[src/fsap_consts.svh]
// Purpose: constants of the flash sector access policy block
// Assumes: 16-bit program address space, array ends at the top
// Notes:   sizes, sector bases, frame counts, op/addr fields and keys used by fsap_top live here
`ifndef FSAP_CONSTS_SVH
`define FSAP_CONSTS_SVH

`define FSAP_FLASH_KB        60
`define FSAP_SECTOR_KB       4
`define FSAP_SECT0_BASE      16'hF000
`define FSAP_SECT1_BASE      16'hE000
`define FSAP_FRAME_BITS      6'h20
`define FSAP_READ_BITS       6'h28
`define FSAP_OP_MSB          31
`define FSAP_OP_LSB          24
`define FSAP_ADDR_MSB        23
`define FSAP_ADDR_LSB        8
`define FSAP_UNLOCK_KEY1     8'h56
`define FSAP_UNLOCK_KEY2     8'hAE
`define FSAP_OPT_PROT_BIT    0
`define FSAP_EXTRACT_FILL    8'hFF

`endif

[src/fsap_pkg.sv]
// Purpose: types shared by the flash sector access policy block
// Assumes: nothing beyond the constants header
// Notes:   op codes are the low bits of the link frame op byte
package fsap_pkg;

  typedef enum logic [2:0] {
    FSAP_OP_NOP        = 3'b000,
    FSAP_OP_PROG       = 3'b001,
    FSAP_OP_ERASE_SECT = 3'b010,
    FSAP_OP_ERASE_ALL  = 3'b011,
    FSAP_OP_OPT_WR     = 3'b100,
    FSAP_OP_READ       = 3'b101,
    FSAP_OP_UNLOCK     = 3'b110
  } fsap_op_t;

  typedef enum logic [1:0] {
    FSAP_MODE_TOOL = 2'b00,
    FSAP_MODE_ICP  = 2'b01,
    FSAP_MODE_IAP  = 2'b10
  } fsap_mode_t;

  typedef enum logic [1:0] {
    FSAP_ST_IDLE  = 2'b00,
    FSAP_ST_ISSUE = 2'b01,
    FSAP_ST_HOLD  = 2'b10,
    FSAP_ST_WAIT  = 2'b11
  } fsap_state_t;

  typedef enum logic [1:0] {
    FSAP_UL_NONE  = 2'b00,
    FSAP_UL_KEY1  = 2'b01,
    FSAP_UL_ARMED = 2'b10
  } fsap_unlock_t;

  typedef struct packed {
    fsap_op_t    op;
    logic [15:0] addr;
    logic [7:0]  data;
  } fsap_req_t;

  typedef struct packed {
    fsap_op_t    op;
    logic [1:0]  sector;
    logic [15:0] addr;
    logic [7:0]  data;
  } fsap_cmd_t;

endpackage

[src/fsap_top.sv]
// Purpose: decides and sequences program/erase of a sectored program flash
// Assumes: flash_busy rises the cycle after flash_cmd_valid; link pins async
// Notes:   link frame = 32 bits msb first, op(8) addr(16) data(8)
`timescale 1ns/1ps
`include "fsap_consts.svh"

module fsap_top
  import fsap_pkg::*;
(
  input  wire logic       clk,
  input  wire logic       sys_rst,
  input  wire logic       link_serial_clock,
  input  wire logic       link_serial_data_in,
  output logic            link_serial_data_out,
  output logic            link_serial_data_oe_n,
  input  wire logic       link_select_program_voltage,
  input  wire logic       tool_attached,
  input  wire logic       off_board_tool,
  input  wire logic       opt_readout_protect,
  input  wire fsap_req_t  cpu_req,
  input  wire logic       cpu_req_valid,
  output logic            cpu_req_ready,
  output fsap_cmd_t       flash_cmd,
  output logic            flash_cmd_valid,
  input  wire logic       flash_busy,
  output logic [15:0]     flash_rd_addr,
  input  wire logic [7:0] flash_rd_data,
  output fsap_mode_t      prog_mode,
  output logic            readout_protected,
  output logic            link_pins_for_app,
  output logic            req_refused
);

  localparam logic [16:0] ARRAY_BYTES = 17'(`FSAP_FLASH_KB * 1024);
  localparam logic [15:0] ARRAY_BASE  = 16'(17'h10000 - ARRAY_BYTES);

  function automatic logic [1:0] sector_count();
    if (`FSAP_FLASH_KB <= `FSAP_SECTOR_KB)
      return 2'h1;
    else if (`FSAP_FLASH_KB <= 2 * `FSAP_SECTOR_KB)
      return 2'h2;
    else
      return 2'h3;
  endfunction

  function automatic logic [1:0] sector_of(input logic [15:0] a);
    if (a >= `FSAP_SECT0_BASE)
      return 2'h0;
    else if (a >= `FSAP_SECT1_BASE)
      return 2'h1;
    else
      return 2'h2;
  endfunction

  function automatic logic in_array(input logic [15:0] a);
    return (a >= ARRAY_BASE) && (sector_of(a) < sector_count());
  endfunction

  // two-flop synchronisers; stage 1 read only by stage 2
  logic [3:0] sync1_r, sync2_r;
  logic       clk_prev_r;
  always_ff @(posedge clk or posedge sys_rst) begin
    if (sys_rst) begin
      sync1_r    <= 4'h0;
      sync2_r    <= 4'h0;
      clk_prev_r <= 1'b0;
    end else begin
      sync1_r    <= {tool_attached, link_select_program_voltage,
                     link_serial_data_in, link_serial_clock};
      sync2_r    <= sync1_r;
      clk_prev_r <= sync2_r[0];
    end
  end

  logic lk_rise, lk_fall, lk_data, session, tool_on;
  assign lk_rise = sync2_r[0] & ~clk_prev_r;
  assign lk_fall = ~sync2_r[0] & clk_prev_r;
  assign lk_data = sync2_r[1];
  assign session = sync2_r[2];
  assign tool_on = sync2_r[3];

  assign link_pins_for_app = ~tool_on;

  always_comb begin
    if (off_board_tool)
      prog_mode = FSAP_MODE_TOOL;
    else if (session)
      prog_mode = FSAP_MODE_ICP;
    else
      prog_mode = FSAP_MODE_IAP;
  end

  // link receiver: shift frame, then up to 8 answer bits
  logic        prot_r, prot_nxt;
  logic [31:0] lk_shift_r, lk_shift_nxt;
  logic [5:0]  lk_cnt_r, lk_cnt_nxt;
  logic [7:0]  lk_tx_r, lk_tx_nxt;
  logic        lk_drive_r, lk_drive_nxt;
  logic        lk_frame_done;
  fsap_req_t   lk_req;
  logic        link_ok;

  assign link_ok = session || off_board_tool;
  // one driver for the whole frame view
  assign lk_req = {lk_shift_r[`FSAP_OP_LSB+2:`FSAP_OP_LSB],
                   lk_shift_r[`FSAP_ADDR_MSB:`FSAP_ADDR_LSB], lk_shift_r[7:0]};
  assign flash_rd_addr = lk_req.addr;

  always_comb begin
    lk_shift_nxt  = lk_shift_r;
    lk_cnt_nxt    = lk_cnt_r;
    lk_tx_nxt     = lk_tx_r;
    lk_drive_nxt  = lk_drive_r;
    lk_frame_done = 1'b0;
    if (!link_ok) begin
      lk_cnt_nxt   = 6'h00;
      lk_drive_nxt = 1'b0;
    end else if (lk_rise && lk_cnt_r < `FSAP_FRAME_BITS) begin
      lk_shift_nxt = {lk_shift_r[30:0], lk_data};
      lk_cnt_nxt   = lk_cnt_r + 6'h01;
    end else if (lk_rise && lk_cnt_r < `FSAP_READ_BITS) begin
      lk_cnt_nxt = lk_cnt_r + 6'h01;
      lk_tx_nxt  = {lk_tx_r[6:0], 1'b0};
      if (lk_cnt_r == `FSAP_READ_BITS - 6'h01) begin
        lk_cnt_nxt   = 6'h00;
        lk_drive_nxt = 1'b0;
      end
    end else if (lk_cnt_r == `FSAP_FRAME_BITS && !lk_drive_r) begin
      if (lk_req.op == FSAP_OP_READ) begin
        lk_drive_nxt = 1'b1;
        lk_tx_nxt = prot_r ? `FSAP_EXTRACT_FILL : flash_rd_data;
      end else begin
        lk_frame_done = 1'b1;
        lk_cnt_nxt    = 6'h00;
      end
    end
  end

  assign link_serial_data_out  = lk_tx_r[7];
  assign link_serial_data_oe_n = ~lk_drive_r;

  // policy sequencer
  fsap_state_t  st_r, st_nxt;
  fsap_unlock_t ul_r, ul_nxt;
  fsap_cmd_t    cmd_r, cmd_nxt;
  logic         loaded_r, loaded_nxt;
  logic         unprot_r, unprot_nxt;
  logic         refused_nxt;
  fsap_req_t    req;
  logic         req_v, allow;

  assign cpu_req_ready = (st_r == FSAP_ST_IDLE) && !link_ok && loaded_r;
  assign req   = lk_frame_done ? lk_req : cpu_req;
  assign req_v = lk_frame_done ? (st_r == FSAP_ST_IDLE) : (cpu_req_valid && cpu_req_ready);

  always_comb begin
    allow = 1'b1;
    if (ul_r != FSAP_UL_ARMED)
      allow = 1'b0;
    if (prot_r && req.op != FSAP_OP_OPT_WR)
      allow = 1'b0;
    if (req.op == FSAP_OP_OPT_WR && prog_mode == FSAP_MODE_IAP)
      allow = 1'b0;
    if (prog_mode == FSAP_MODE_IAP && (req.op == FSAP_OP_ERASE_ALL ||
        ((req.op == FSAP_OP_PROG || req.op == FSAP_OP_ERASE_SECT) &&
         sector_of(req.addr) == 2'h0)))
      allow = 1'b0;
    if ((req.op == FSAP_OP_PROG || req.op == FSAP_OP_ERASE_SECT) && !in_array(req.addr))
      allow = 1'b0;
  end

  always_comb begin
    st_nxt      = st_r;
    ul_nxt      = ul_r;
    cmd_nxt     = cmd_r;
    prot_nxt    = prot_r;
    loaded_nxt  = 1'b1;
    unprot_nxt  = unprot_r;
    refused_nxt = 1'b0;
    // option strap caught after reset release
    if (!loaded_r)
      prot_nxt = opt_readout_protect;
    unique case (st_r)
      FSAP_ST_IDLE: begin
        if (req_v && loaded_r) begin
          if (req.op == FSAP_OP_UNLOCK) begin
            if (ul_r == FSAP_UL_NONE && req.data == `FSAP_UNLOCK_KEY1)
              ul_nxt = FSAP_UL_KEY1;
            else if (ul_r == FSAP_UL_KEY1 && req.data == `FSAP_UNLOCK_KEY2)
              ul_nxt = FSAP_UL_ARMED;
            else
              ul_nxt = FSAP_UL_NONE;
          end else if (req.op == FSAP_OP_PROG || req.op == FSAP_OP_ERASE_SECT ||
                       req.op == FSAP_OP_ERASE_ALL || req.op == FSAP_OP_OPT_WR) begin
            ul_nxt = FSAP_UL_NONE;
            if (allow) begin
              cmd_nxt.op     = req.op;
              cmd_nxt.sector = sector_of(req.addr);
              cmd_nxt.addr   = req.addr;
              cmd_nxt.data   = req.data;
              if (req.op == FSAP_OP_OPT_WR && prot_r && !req.data[`FSAP_OPT_PROT_BIT]) begin
                cmd_nxt.op = FSAP_OP_ERASE_ALL;
                unprot_nxt = 1'b1;
              end
              st_nxt = FSAP_ST_ISSUE;
            end else begin
              refused_nxt = 1'b1;
            end
          end
        end
      end
      FSAP_ST_ISSUE: begin
        if (!flash_busy)
          st_nxt = FSAP_ST_HOLD;
      end
      FSAP_ST_HOLD: begin
        st_nxt = FSAP_ST_WAIT;
      end
      FSAP_ST_WAIT: begin
        if (!flash_busy) begin
          st_nxt = FSAP_ST_IDLE;
          if (unprot_r) begin
            unprot_nxt = 1'b0;
            cmd_nxt.op = FSAP_OP_OPT_WR;
            st_nxt     = FSAP_ST_ISSUE;
          end else if (cmd_r.op == FSAP_OP_OPT_WR) begin
            prot_nxt = cmd_r.data[`FSAP_OPT_PROT_BIT];
          end
        end
      end
    endcase
  end

  assign flash_cmd         = cmd_r;
  assign flash_cmd_valid   = (st_r == FSAP_ST_ISSUE) && !flash_busy;
  assign readout_protected = prot_r;

  always_ff @(posedge clk or posedge sys_rst) begin
    if (sys_rst) begin
      lk_shift_r  <= 32'h0000_0000;
      lk_cnt_r    <= 6'h00;
      lk_tx_r     <= 8'h00;
      lk_drive_r  <= 1'b0;
      st_r        <= FSAP_ST_IDLE;
      ul_r        <= FSAP_UL_NONE;
      cmd_r       <= '0;
      prot_r      <= 1'b1;
      loaded_r    <= 1'b0;
      unprot_r    <= 1'b0;
      req_refused <= 1'b0;
    end else begin
      lk_shift_r  <= lk_shift_nxt;
      lk_cnt_r    <= lk_cnt_nxt;
      lk_tx_r     <= lk_tx_nxt;
      lk_drive_r  <= lk_drive_nxt;
      st_r        <= st_nxt;
      ul_r        <= ul_nxt;
      cmd_r       <= cmd_nxt;
      prot_r      <= prot_nxt;
      loaded_r    <= loaded_nxt;
      unprot_r    <= unprot_nxt;
      req_refused <= refused_nxt;
    end
  end

endmodule
[config.mk]
export PLATFORM = sky130hd
export DESIGN_NAME = fsap_top
export DESIGN_NICKNAME = d
export VERILOG_FILES = /design/src/fsap_pkg.sv /design/src/fsap_top.sv
export VERILOG_INCLUDE_DIRS = /design/src
export SDC_FILE = /design/constraint.sdc
export NUM_CORES = 1
export LEC_CHECK = 0
export ABC_AREA = 1
export ABC_CLOCK_PERIOD_IN_PS = 6800
export BUFFER_PORTS_ARGS = -buffer_cell sky130_fd_sc_hd__clkbuf_2
export CAP_MARGIN = 20
export CORE_MARGIN = 10
export CORE_UTILIZATION = 55
export CTS_BUF_LIST = sky130_fd_sc_hd__clkbuf_4 sky130_fd_sc_hd__clkbuf_8
export DETAILED_ROUTE_END_ITERATION = 10
export PLACE_DENSITY = 0.8
export SLEW_MARGIN = 20
export SYNTH_ARGS = -nofsm -noshare
export SYNTH_HDL_FRONTEND = slang
export SYNTH_SLANG_ARGS = --single-unit
[constraint.sdc]
create_clock -name clk -period 6.8 [get_ports clk]
set_input_delay 1.36 -clock clk [delete_from_list [all_inputs] [get_ports clk]]
set_output_delay 1.36 -clock clk [all_outputs]
set_load 0.1 [all_outputs]
==> run_results.csv <==
group,metric,value,unit
run_status,outcome,"complete, no violations",
hold_path,hp-start,"sync1_r[0]",
cells_and_area,antennaDiodeCount,0,
placement,place.gp.congestion,0.865,
sta,maximum_clock_frequency,0.258,GHz
yosys,synth_top_area_share,47.4,%
cells_and_area,fin_nets,672,
cells_and_area,fillCellCount,716,
global_route,grt_util_met3,3.70,%
floorplanning,core_area,0.00818,sq mm
yosys,yosys-top-cells-count,"sky130_fd_sc_hd__nand2_1, sky130_fd_sc_hd__dfrtp_1, sky130_fd_sc_hd__inv_1",
clock_tree,worstSkewPairLatency,0.37,ns
worst_setup_path,worstPathMaxFanout,7,
yosys,synth_enable_flop_cells,0,
yosys,synth_top_area_cell,"sky130_fd_sc_hd__dfrtp_1",
sta,final-setup-viol-count,0,
cells_and_area,final_area,0.00519,sq mm
yosys,syn_area,0.00459,sq mm
global_route,via_count_of_the_first_global_routing_pass,3636,
yosys,ys_seq_area_share,48.0,%
drt,detailed_route_drc_error_count,0,
floorplanning,die_area,0.0124,sq mm
yosys,synth_area_leaders,"sky130_fd_sc_hd__dfrtp_1, sky130_fd_sc_hd__nand2_1, sky130_fd_sc_hd__inv_1",
drt,antenna_left,0,
worst_setup_path,endpoint_kind,"output port",
sta,hold_viol,0,
sta,totalNegativeSetupSlack,0,ns
power_and_ir_drop,static-leakage-power,0.00282,uW
power_and_ir_drop,vdd.ir_drop.worst,279,uV
floorplanning,dieWidth,111,microns
clock_tree,postCtsResizedCells,0,
placement,placed_standard_cell_area,0.00497,sq mm
cells_and_area,postLayoutCoreUtil,63.5,%
clock_tree,hold_buffers,0,
sta,setup_repair_after_global_routing_missed_its_margin,"no",
hold_path,min_path_cells,0,
worst_setup_path,worst_ep_arrival_time,2.51,ns
floorplanning,die-height,111,microns
sta,timing.final.max_slew_violations,0,
yosys,synth-warning-count,0,
worst_setup_path,reg2reg_depth,18,
sta,slew-limit-headroom,48.3,%
cells_and_area,multi_input_comb_area,0.00187,sq mm
worst_setup_path,reg2reg_setup_slack,3.63,ns
global_route,grt_busiest_layer,"met2",
yosys,post_synth_num_cell_types,36,
cells_and_area,area_delta_synth_final,13.0,%
floorplanning,num_io_pins,99,
floorplanning,effective_utilization_at_floorplan,56.2,%
drt,routed-via-count,3757,
run,max_cap_violations,0,
yosys,post_synthesis_cells,545,
global_route,gr-usage-all-layers,16.3,%
drt,dr.pass1.iters,4,
worst_setup_path,timing_worst_setup_path_type,"in2out",
hold_path,worst_hold_path.endpoint,"sync2_r[0]",
floorplanning,row_count,33,
global_route,global_route.overflow_total,0,
placement,buffer_ports.inserted,98,
yosys,synth-seq-cells,88,
drt,drt_first_iter_violations,151,
placement,dp_hpwl,7.78,mm
clock_tree,postCtsSetupRepairBufs,0,
clock_tree,clk_pin_slew,0.09,ns
yosys,syn_avg_cell_area,8.43,sq um
global_route,use_met2,27.8,%
yosys,synth_most_common_cell,"sky130_fd_sc_hd__nand2_1",
yosys,synthFlopType,"sky130_fd_sc_hd__dfrtp_1",
yosys,async_reset_ff_share,100,%
power_and_ir_drop,power.density,272,mW/mm^2
worst_setup_path,r2r_start,"lk_cnt_r[0]",
clock_tree,cts_inserted_buffers,9,
worst_setup_path,r2r_end,"flash_cmd[17]",
global_route,maximum_number_of_pins_on_one_net_before_global_route_repair,89,
clock_tree,clockBufferDepth,2,
drt,drt-total-wl,10.5,mm
hold_path,hold_class,"reg2reg",
cells_and_area,register_area,0.00220,sq mm
sta,worst_pin_slew,0.775,ns
global_route,use_met1,19.4,%
yosys,syn-num-nets,596,
worst_setup_path,crit_required,5.44,ns
sta,min_period,3.87,ns
sta,skew,0.0115,ns
clock_tree,tritoncts,"done",
global_route,wire_length_of_the_first_global_routing_pass,17.2,mm
clock_tree,cts-htree-levels,3,
sta,final_min_period_over_clock_period,56.9,%
cells_and_area,layout-drive-gt1-share,28.4,%
clock_tree,clock_sinks,88,
worst_setup_path,critPathLaunchType,"input port",
drt,detail_route.wl_per_cell,14.3,microns
drt,avgViaCountPerCell,5.14,
clock_tree,clock-root-buffer,"sky130_fd_sc_hd__clkbuf_8",
global_route,antenna_found_initial,0,
## final cells by class
type | count | area share, %
inverter | 68 | 4.99
clock inverter | 6 | 1.47
clock buffer | 10 | 2.65
tap | 105 | 2.53
timing repair buffer | 100 | 9.81
sequential | 88 | 42.5
multi-input combinational | 354 | 36.1
## flip-flops by register name, summed over array words and instances (netlist names)
signal,count
readout_protected,1
req_refused,1
lk_cnt_r,6
unprot_r,1
sync2_r,4
sync1_r,4
st_r,2
lk_shift_r,27
flash_cmd,29
clk_prev_r,1
lk_drive_r,1
ul_r,2
lk_tx_r,8
loaded_r,1
## power breakdown
group          switching (uW)  total, uW  internal (uW)
Clock                     206        392            186
Combinational             315        389           73.6
Sequential               47.0        630            583
Total                     569       1410            842
## worst max-delay path by stage
stage,from,endpoint,depth (start not counted)
final,off_board_tool,cpu_req_ready,4
after global routing,off_board_tool,flash_cmd[23],16
after CTS,off_board_tool,cpu_req_ready,4
after detailed placement,off_board_tool,flash_cmd[22],16
after global placement,off_board_tool,cpu_req_ready,4
after floorplan,off_board_tool,cpu_req_ready,3
## worst max-delay path: stages
cell and delay (ns):
sky130_fd_sc_hd__clkbuf_2 0.09, sky130_fd_sc_hd__or2_1 0.32, sky130_fd_sc_hd__nor2_1 0.23, sky130_fd_sc_hd__clkbuf_2 0.51
## logic make-up (layout without fill, tap and decap cells)
logic type | Yosys count | after routing | share of synthesized area, %
AOI/OAI and AO/OA | 107 | 107 | 13.8
adders and majority gates | 6 | 6 | 1.63
buffers and inverters | 103 | 184 | 11.3
DFF | 88 | 88 | 48.0
muxes | 7 | 7 | 1.55
other | 1 | 1 | 0.0816
and+or+nand+nor | 233 | 233 | 23.7
## layer usage
metal	vias up	wire [microns]	part of all wire [%]
li1	1875	-	-
met2	83	5170	49
met3	14	507	4.8
met1	1785	4590	44
met4	0	193	1.8
met5	-	0	0
## metrics by stage
step,cells,worst slack [ns],hold WS [ns],power (uW)
2_1_floorplan,545,2.45,0.331,981
3_3_place_gp,715,2.90,0.333,1020
3_5_place_dp,715,2.77,0.336,1030
4_1_cts,731,2.91,0.356,1410
5_1_grt,731,2.85,0.360,1480
6_report,731,2.93,0.355,1410
## cell usage in the layout (no fill, tap or decap), drive strengths merged, types with 2 or more instances in the layout
cell type and count:
clkinv 2, buf 2, o21ai 66, nor2 58, inv 69, ha 6, a21oi 36, nor3 5
clkinvlp 2, nand4 8, mux2i 6, clkbuf 108, dfrtp 87, nand2 130, nand3 28
Note: power is estimated with default switching activity, not from simulation.
